$ cat src/verilog/mcpc_pkg.sv
// Package for the macrocell configuration and preload chain block.
// Assumes a single 25 MHz system clock and a classic Wishbone master.
package mcpc_pkg;
	localparam int MCPC_N = 8;
	localparam int MCPC_SIG_W = 64;
	localparam int MCPC_CNT_W = 4;

	// Register byte offsets
	localparam logic [7:0] ADDR_CTRL = 8'h00;
	localparam logic [7:0] ADDR_ARCH = 8'h04;
	localparam logic [7:0] ADDR_SIG_LO = 8'h08;
	localparam logic [7:0] ADDR_SIG_HI = 8'h0c;
	localparam logic [7:0] ADDR_MC_STATE = 8'h10;

	// Field positions
	localparam int CTRL_ERASE_BIT = 0;
	localparam int CTRL_SECURE_BIT = 1;
	localparam int CTRL_PRELOAD_BIT = 2;
	localparam int CTRL_LEN_LSB = 8;
	localparam int ARCH_REG_MODE_BIT = 0;
	localparam int ARCH_AG_BIT = 1;
	localparam int ARCH_PATH_LSB = 8;
	localparam int ARCH_POL_LSB = 16;

	// Erased (unprogrammed) and reset values
	localparam logic ERASED_REG_MODE = 1'b1;
	localparam logic ERASED_AG = 1'b0;
	localparam logic [7:0] ERASED_PATH = 8'hff;
	localparam logic [7:0] ERASED_POL = 8'h00;
	localparam logic [63:0] ERASED_SIG = 64'h0;
	localparam logic [7:0] MC_RESET = 8'h00;

	typedef struct packed {
		logic reg_mode_sel;
		logic ag;
		logic [7:0] path;
		logic [7:0] pol;
	} mcpc_cfg_t;

	typedef struct packed {
		logic [7:0] out;
		logic [7:0] oe;
	} mcpc_pins_t;

	typedef enum logic [1:0] {
		MCPC_IDLE = 2'b01,
		MCPC_ACK = 2'b10
	} mcpc_bus_st_t;
endpackage

$ cat src/verilog/mcpc_arch.sv
// Decodes the architecture cells into per-macrocell path and pin drive.
// Assumes configuration and register state come from flip-flops.
`timescale 1ns/1ps
module mcpc_arch
	import mcpc_pkg::*;
(
	input wire mcpc_pkg::mcpc_cfg_t cfg, // Architecture cells
	input wire logic goe_n, // Global output enable pin, active low
	input wire logic [7:0] func_in, // Logic array results
	input wire logic [7:0] mc_q, // Macrocell registers
	output logic [7:0] reg_mask, // Macrocells in registered path
	output mcpc_pkg::mcpc_pins_t pins // Macrocell pin drive
);
	always_comb begin
		for (int i = 0; i < MCPC_N; i++) begin
			reg_mask[i] = ~cfg.reg_mode_sel & cfg.ag & ~cfg.path[i];
			if (!cfg.ag) begin
				pins.oe[i] = ~cfg.path[i];
			end else if (reg_mask[i]) begin
				pins.oe[i] = ~goe_n;
			end else begin
				pins.oe[i] = 1'b1;
			end
			// Register path shows the flop inverted; polarity sits ahead
			if (reg_mask[i]) begin
				pins.out[i] = ~mc_q[i];
			end else begin
				pins.out[i] = cfg.pol[i] ? func_in[i] : ~func_in[i];
			end
		end
	end
endmodule

$ cat src/verilog/mcpc_chain.sv
// Next state of the preload shift chain through registered macrocells.
// Assumes the caller applies the result only on a shift clock edge.
`timescale 1ns/1ps
module mcpc_chain
	import mcpc_pkg::*;
(
	input wire logic [7:0] reg_mask, // Registered macrocells
	input wire logic [7:0] mc_q, // Present register contents
	input wire logic ser_in, // Serial data in
	output logic [7:0] mc_nxt, // Contents after one shift
	output logic ser_bit, // Bit leaving the chain
	output logic [3:0] chain_len // Number of stages
);
	logic carry;

	always_comb begin
		carry = ser_in;
		chain_len = 4'h0;
		mc_nxt = mc_q;
		// Lowest index is the lowest pin number: data walks upward
		for (int i = 0; i < MCPC_N; i++) begin
			if (reg_mask[i]) begin
				mc_nxt[i] = carry;
				carry = mc_q[i];
				chain_len = chain_len + 4'h1;
			end
		end
		ser_bit = carry;
	end
endmodule

$ cat src/verilog/mcpc_top.sv
// Macrocell configuration, signature, erase and register preload chain.
// Assumes a classic Wishbone master and pins synchronous to clk_sys.
// Function
// - Hold a 64-bit user signature word
// - Signature never affects logic behaviour
// - Signature readable even when secured
// - Bulk erase clears cells, security and signature
// - Preload loads registers and shows their state
// - Preload only while entry input elevated
// - One chain stage per registered macrocell
// - Shift on rising shift clock edge
// - Data enters lowest pin, moves upward
// - Old contents shift out serially
// - Low means 0; normal output inverted
// - Serial output is open drain in preload
// - Two global cells, two per macrocell
// - Registered select chooses clock/enable pins
// - Small mode: path cell picks output/input
// - Registered mode: path cell picks register/combinational
// - Polarity cell: 0 active low, 1 high
// - Registers cleared low at power-up
// - Security blocks programming and verify until erase
// - Global enable gates registered outputs only
//
// The Wishbone slave port and the address map are this design's own decisions.
`timescale 1ns/1ps
module mcpc_top
	import mcpc_pkg::*;
(
	input wire logic clk_sys, // 25 MHz system clock
	input wire logic resetn, // Asynchronous reset, active low
	input wire logic [7:0] wb_adr_i, // Wishbone byte address
	input wire logic [31:0] wb_dat_i, // Wishbone write data
	input wire logic [3:0] wb_sel_i, // Wishbone byte lane selects
	input wire logic wb_we_i, // Wishbone write enable
	input wire logic wb_cyc_i, // Wishbone cycle
	input wire logic wb_stb_i, // Wishbone strobe
	output logic [31:0] wb_dat_o, // Wishbone read data
	output logic wb_ack_o, // Wishbone acknowledge
	input wire logic dev_clk_pin, // Device clock / shift clock pin
	input wire logic goe_n_pin, // Global output enable pin, active low
	input wire logic preload_entry, // Elevated voltage seen on entry pin
	input wire logic ser_in, // Preload serial data in
	output logic ser_out_o, // Preload serial out, output value
	output logic ser_out_oe, // Preload serial out, output enable
	input wire logic [7:0] func_in, // Logic array results per macrocell
	output mcpc_pkg::mcpc_pins_t mc_pin, // Macrocell pin drive
	output logic [1:0] aux_in // Clock and enable pins as plain inputs
);
	import mcpc_pkg::*;

	mcpc_bus_st_t st_q, st_d;
	logic [31:0] rdat_q, rdat_d;
	mcpc_cfg_t cfg_q, cfg_d;
	logic [63:0] sig_q, sig_d;
	logic secure_q, secure_d;
	logic [7:0] mc_q, mc_d;
	logic clkp_q, clkp_d;
	logic [7:0] reg_mask;
	logic [7:0] mc_nxt;
	logic ser_bit;
	logic [3:0] chain_len;
	logic req, wr, clk_rise, any_reg, in_preload;
	logic erase_req;
	mcpc_cfg_t erased_cfg;

	// Applies Wishbone byte selects to a stored word
	function automatic logic [31:0] lane_merge(input logic [31:0] old,
		input logic [31:0] nw, input logic [3:0] sel);
		logic [31:0] r;
		r = old;
		for (int b = 0; b < 4; b++) begin
			if (sel[b]) begin
				r[8*b +: 8] = nw[8*b +: 8];
			end
		end
		return r;
	endfunction

	assign erased_cfg = '{reg_mode_sel: ERASED_REG_MODE, ag: ERASED_AG,
		path: ERASED_PATH, pol: ERASED_POL};

	mcpc_arch mcpc_arch_i (
		.cfg(cfg_q),
		.goe_n(goe_n_pin),
		.func_in(func_in),
		.mc_q(mc_q),
		.reg_mask(reg_mask),
		.pins(mc_pin)
	);

	mcpc_chain mcpc_chain_i (
		.reg_mask(reg_mask),
		.mc_q(mc_q),
		.ser_in(ser_in),
		.mc_nxt(mc_nxt),
		.ser_bit(ser_bit),
		.chain_len(chain_len)
	);

	// Bus handshake state
	assign req = wb_cyc_i & wb_stb_i & (st_q == MCPC_IDLE);
	assign wr = req & wb_we_i;
	assign wb_ack_o = (st_q == MCPC_ACK);
	assign wb_dat_o = rdat_q;
	assign erase_req = wr & (wb_adr_i == ADDR_CTRL) & wb_sel_i[0]
		& wb_dat_i[CTRL_ERASE_BIT];

	always_comb begin
		st_d = st_q;
		case (st_q)
			MCPC_IDLE: begin
				if (req) begin
					st_d = MCPC_ACK;
				end
			end
			MCPC_ACK: begin
				st_d = MCPC_IDLE;
			end
			default: begin
				st_d = MCPC_IDLE;
			end
		endcase
	end

	// Read data; unmapped offsets answer with zero
	always_comb begin
		rdat_d = rdat_q;
		if (req && !wb_we_i) begin
			rdat_d = 32'h0;
			if (wb_adr_i == ADDR_CTRL) begin
				rdat_d[CTRL_SECURE_BIT] = secure_q;
				rdat_d[CTRL_PRELOAD_BIT] = in_preload;
				rdat_d[CTRL_LEN_LSB +: 4] = chain_len;
			end else if (wb_adr_i == ADDR_ARCH) begin
				// Verify path shows nothing once secured
				if (!secure_q) begin
					rdat_d[ARCH_REG_MODE_BIT] = cfg_q.reg_mode_sel;
					rdat_d[ARCH_AG_BIT] = cfg_q.ag;
					rdat_d[ARCH_PATH_LSB +: 8] = cfg_q.path;
					rdat_d[ARCH_POL_LSB +: 8] = cfg_q.pol;
				end
			end else if (wb_adr_i == ADDR_SIG_LO) begin
				rdat_d = sig_q[31:0];
			end else if (wb_adr_i == ADDR_SIG_HI) begin
				rdat_d = sig_q[63:32];
			end else if (wb_adr_i == ADDR_MC_STATE) begin
				rdat_d[7:0] = mc_q;
			end
		end
	end

	// Programmable cells: erase always works, programming only unsecured
	always_comb begin
		logic [31:0] w;
		w = 32'h0;
		cfg_d = cfg_q;
		sig_d = sig_q;
		secure_d = secure_q;
		if (erase_req) begin
			cfg_d = erased_cfg;
			sig_d = ERASED_SIG;
			secure_d = 1'b0;
		end else if (wr && !secure_q) begin
			if (wb_adr_i == ADDR_CTRL) begin
				if (wb_sel_i[0] && wb_dat_i[CTRL_SECURE_BIT]) begin
					secure_d = 1'b1;
				end
			end else if (wb_adr_i == ADDR_ARCH) begin
				w = {8'h0, cfg_q.pol, cfg_q.path, 6'h0, cfg_q.ag,
					cfg_q.reg_mode_sel};
				w = lane_merge(w, wb_dat_i, wb_sel_i);
				cfg_d.reg_mode_sel = w[ARCH_REG_MODE_BIT];
				cfg_d.ag = w[ARCH_AG_BIT];
				cfg_d.path = w[ARCH_PATH_LSB +: 8];
				cfg_d.pol = w[ARCH_POL_LSB +: 8];
			end else if (wb_adr_i == ADDR_SIG_LO) begin
				sig_d[31:0] = lane_merge(sig_q[31:0], wb_dat_i, wb_sel_i);
			end else if (wb_adr_i == ADDR_SIG_HI) begin
				sig_d[63:32] = lane_merge(sig_q[63:32], wb_dat_i,
					wb_sel_i);
			end
		end
	end

	// Pin 1 is the register clock when registers are allowed; the
	// signature feeds nothing on this path
	assign clk_rise = dev_clk_pin & ~clkp_q;
	assign any_reg = |reg_mask;
	assign in_preload = preload_entry & ~cfg_q.reg_mode_sel;
	assign aux_in = cfg_q.reg_mode_sel ? {goe_n_pin, dev_clk_pin} : 2'b00;

	always_comb begin
		clkp_d = dev_clk_pin;
		mc_d = mc_q;
		if (in_preload) begin
			if (clk_rise && any_reg) begin
				mc_d = mc_nxt;
			end
		end else if (clk_rise) begin
			for (int i = 0; i < MCPC_N; i++) begin
				if (reg_mask[i]) begin
					// Polarity applied ahead of the register
					mc_d[i] = func_in[i] ^ cfg_q.pol[i];
				end
			end
		end
	end

	// Open drain: only ever pulls low, a pull-up supplies the high
	assign ser_out_o = 1'b0;
	assign ser_out_oe = in_preload & any_reg & ~ser_bit;

	always_ff @(posedge clk_sys or negedge resetn) begin
		if (!resetn) begin
			st_q <= MCPC_IDLE;
			rdat_q <= 32'h0;
			cfg_q <= '{reg_mode_sel: ERASED_REG_MODE, ag: ERASED_AG,
				path: ERASED_PATH, pol: ERASED_POL};
			sig_q <= ERASED_SIG;
			secure_q <= 1'b0;
			mc_q <= MC_RESET;
			clkp_q <= 1'b0;
		end else begin
			st_q <= st_d;
			rdat_q <= rdat_d;
			cfg_q <= cfg_d;
			sig_q <= sig_d;
			secure_q <= secure_d;
			mc_q <= mc_d;
			clkp_q <= clkp_d;
		end
	end
endmodule
$ cat config.mk
export PLATFORM = sky130hd
export DESIGN_NAME = mcpc_top
export DESIGN_NICKNAME = d
export VERILOG_FILES = /design/src/verilog/mcpc_pkg.sv /design/src/verilog/mcpc_arch.sv /design/src/verilog/mcpc_chain.sv /design/src/verilog/mcpc_top.sv
export SDC_FILE = /design/constraint.sdc
export NUM_CORES = 1
export LEC_CHECK = 0
export BUFFER_PORTS_ARGS = -buffer_cell sky130_fd_sc_hd__buf_2
export CAP_MARGIN = 40
export CORE_MARGIN = 2
export CORE_UTILIZATION = 59
export CTS_BUF_LIST = sky130_fd_sc_hd__clkbuf_4 sky130_fd_sc_hd__clkbuf_8
export CTS_CLUSTER_SIZE = 14
export DETAILED_ROUTE_END_ITERATION = 7
export GPL_ROUTABILITY_DRIVEN = 1
export PLACE_DENSITY = 0.83
export SLEW_MARGIN = 20
export SYNTH_ARGS = -nofsm -noshare
export SYNTH_HDL_FRONTEND = slang
export SYNTH_SLANG_ARGS = --single-unit
$ cat constraint.sdc
create_clock -name clk_sys -period 5.27 [get_ports clk_sys]
set_input_delay 1.054 -clock clk_sys [delete_from_list [all_inputs] [get_ports clk_sys]]
set_output_delay 1.054 -clock clk_sys [all_outputs]
set_load 0.01 [all_outputs]
==> impl_metrics.py <==
metrics = {
    "run_status": {
        "status": "finished clean",
    },
    "worst_setup_path": {
        "crit_fanout": 13,
        "crit_family": "compound AO/OA/AOI/OAI gates",
        "worstPathArrival_ns": 5.00,
        "cp_slowest_stage_delay_ns": 0.50,
        "cp_slowest_cell": "dfrtp_2",
        "required_ns": 5.57,
        "start_kind": "register",
        "worstPathCellList": "nor3b_4, inv_1, ha_4, o21ba_2, a311oi_2, nor3_2, ha_1, xnor2_1, xnor2_1, a21oi_1, o21ai_1, nand2_1, nor2_1, ha_1, nor2b_1, a31oi_2, nor2_1, ha_1, nand2_1, xor2_1, xnor2_1, a221oi_1, o21ai_0",
        "r2r_slack_ns": 0.57,
        "crit_buf_inv": 1,
        "critPathKind": "register to register",
        "end_kind": "register",
    },
    "flow_run": {
        "maxCapViolCount": 0,
    },
    "detailed_routing": {
        "wl_per_cell_um": 18.9,
        "drt_pass1_iterations": 5,
        "via_count": 6083,
        "drtAntennaViolNets": 0,
        "finalWirelength_um": 19000,
        "drc": 0,
        "dr.first_iter.drc_count": 624,
        "via_per_inst": 6.05,
    },
    "sta": {
        "final.period_utilization_pct": 89.1,
        "fin_crit_ns": 4.70,
        "fin_skew_ns": 0.0130,
        "setup_violations": 0,
        "fmax_mhz": 213,
        "rsz0062_at_grt": "false",
        "tightest_slew_ns": 0.823,
        "slew_headroom_pct": 45.0,
        "finalHoldViolCount": 0,
        "finalSetupTns_ns": 0,
        "slew_viol_final": 0,
    },
    "clock_tree": {
        "cts_setup_buffers": 0,
        "clkSlewWorstSetupHoldPaths_ns": 0.08,
        "ctsLongestPathBuffers": 2,
        "htree_levels": 4,
        "clock-root-buffer": "clkbuf_8",
        "cts_tree": "done",
        "clk_latency_ns": 0.44,
        "cts_buffers": 17,
        "numClockSinks": 126,
    },
    "global_routing": {
        "grt_max_degree": 65,
        "grt_pass1_wl_um": 31000,
        "grt_pass1_vias": 6005,
        "grt_overflow": 0,
        "grt_usage_pct": 31.5,
        "grt_antenna_before_repair": 1,
    },
    "placement": {
        "dp_hpwl_um": 13300,
        "gp_congestion": 0.923,
        "io_buffers": 112,
    },
    "die": {
        "die_h_um": 111,
        "core_um2": 11300,
        "initial_core_util_pct": 59.8,
        "die_x_um": 111,
        "row_count": 39,
        "io_pins": 114,
        "dieArea_um2": 12300,
    },
    "layout": {
        "nNetsFinal": 915,
        "layout-drive-gt1-share_pct": 24.4,
        "area_growth_pct": 15.6,
        "most-common-layout-cells": "156 x nand2_1, 115 x dfrtp_1, 112 x buf_2",
        "diodes": 0,
        "final_util_pct": 69.1,
        "layout_commonest_cell": "nand2_1",
    },
    "synth": {
        "ys_ff_latch": 126,
        "async_flop_share_pct": 100,
        "yosys.area.top_type": "dfrtp_1",
        "yosys_warnings": 0,
        "syn_area_per_cell_um2": 8.96,
        "yosysTopAreaCellShare_pct": 42.9,
        "synth_seq_area_share_pct": 46.8,
        "synth_nets": 821,
        "synth_area_leaders": "dfrtp_1 43%, nand2_1 8.7%, o21ai_1 4.9%",
        "synthCells": 755,
        "yosysUniqueCellTypes": 66,
        "synth_ff_type": "dfrtp_1",
        "syn_area_um2": 6770,
        "synth_edf_count": 0,
    },
    "pwr": {
        "p_leak_nw": 3.64,
        "power.density_nw_per_um2": 252,
        "vdd_drop_max_v": 0.000422,
    },
    "worst_hold_path": {
        "min_path_type": "input pin to asynchronous set/reset pin",
    },
}
metal layers:
metal / up-vias / wire [µm] / GRT usage (%) / part of all wire, %
li1: 2811 / - / - / -
met1: 2964 / 7910 / 43.5 / 42
met2: 268 / 9000 / 48.9 / 47
met3: 38 / 1570 / 7.65 / 8.2
met4: 2 / 522 / 11.3 / 2.7
met5: - / 13 / 0 / 0.068
registers in the layout, indices dropped and copies added, names as in the netlist:
signal	cells
st_q	2
cfg_q	18
wb_dat_o	32
sig_q	64
clkp_q	1
mc_q	8
secure_q	1
layout make-up:
class                      count  area (µm²)
clock inverter                 9        86.3
sequential                   126        3170
timing repair buffer         125         698
inverter                      15        56.3
tap                          143         179
fill                         902        3500
clock buffer                  23         298
multi-input combinational    564        3340
power by group:
part           internal (mW)  switching, mW  total, mW
logic                 0.0587          0.106      0.164
clock network          0.425          0.380      0.805
registers              0.983         0.0156      0.999
metrics by stage:
stage	cell area, µm²	instances	setup slack, ns	total power, mW	hold slack (ns)
floorplan	6770	755	0.538	1.09	0.450
CTS	7730	1003	0.0390	1.97	0.483
global route	7820	1005	0.114	2.04	0.393
finish	7820	1005	0.574	1.97	0.410
detailed placement	7350	971	0.0419	1.17	0.467
global placement	7320	967	0.297	1.17	0.457
kinds of logic after synthesis:
group	count (synthesis)	synth area share [%]
fa+ha+maj	5	0.925
mux	29	4.57
xor+xnor	25	3.66
buf+inv	65	4.35
flops	126	46.8
simple gates	288	19.4
other cells	1	0.0554
compound gates	216	20.3
synth_stat cells, types with 4 or more instances:
master    number
o21ai_2        6
o21ai_1       66
and2_1         5
nor2b_1       12
mux2_2        11
clkbuf_1      29
xor2_1        13
nand2b_1       7
inv_1         15
nand2_2        5
a31oi_1        4
o31ai_1       15
a22oi_1       13
o21ai_0       38
nor2_1        56
a21oi_1       31
dfstp_2       10
ha_1           5
xnor2_1        9
buf_2         13
or3_1          6
nand2_1      156
a221oi_1       5
nor3_1        22
a22o_1        12
mux2i_1       17
dfrtp_1      116
final timing paths:
kind | startpoint | endpoint | cells after the start
setup / recovery | cfg_q[16] | wb_dat_o[10] | 23
hold / removal | resetn | wb_dat_o[11] | 1
setup reg to reg | cfg_q[16] | wb_dat_o[10] | 23
hold reg to reg | wb_dat_o[5] | wb_dat_o[5] | 2
max in group asynchronous | resetn | cfg_q[13] | 4
min in group clk_sys | wb_dat_o[5] | wb_dat_o[5] | 2
repair_timing:
item,in CTS,in global routing
endpoints found under the setup margin,0,2
resized for setup,0,6
hold buffers,0,0
hold endpoints to repair,0,0
Power figures use the tool's default switching activity.
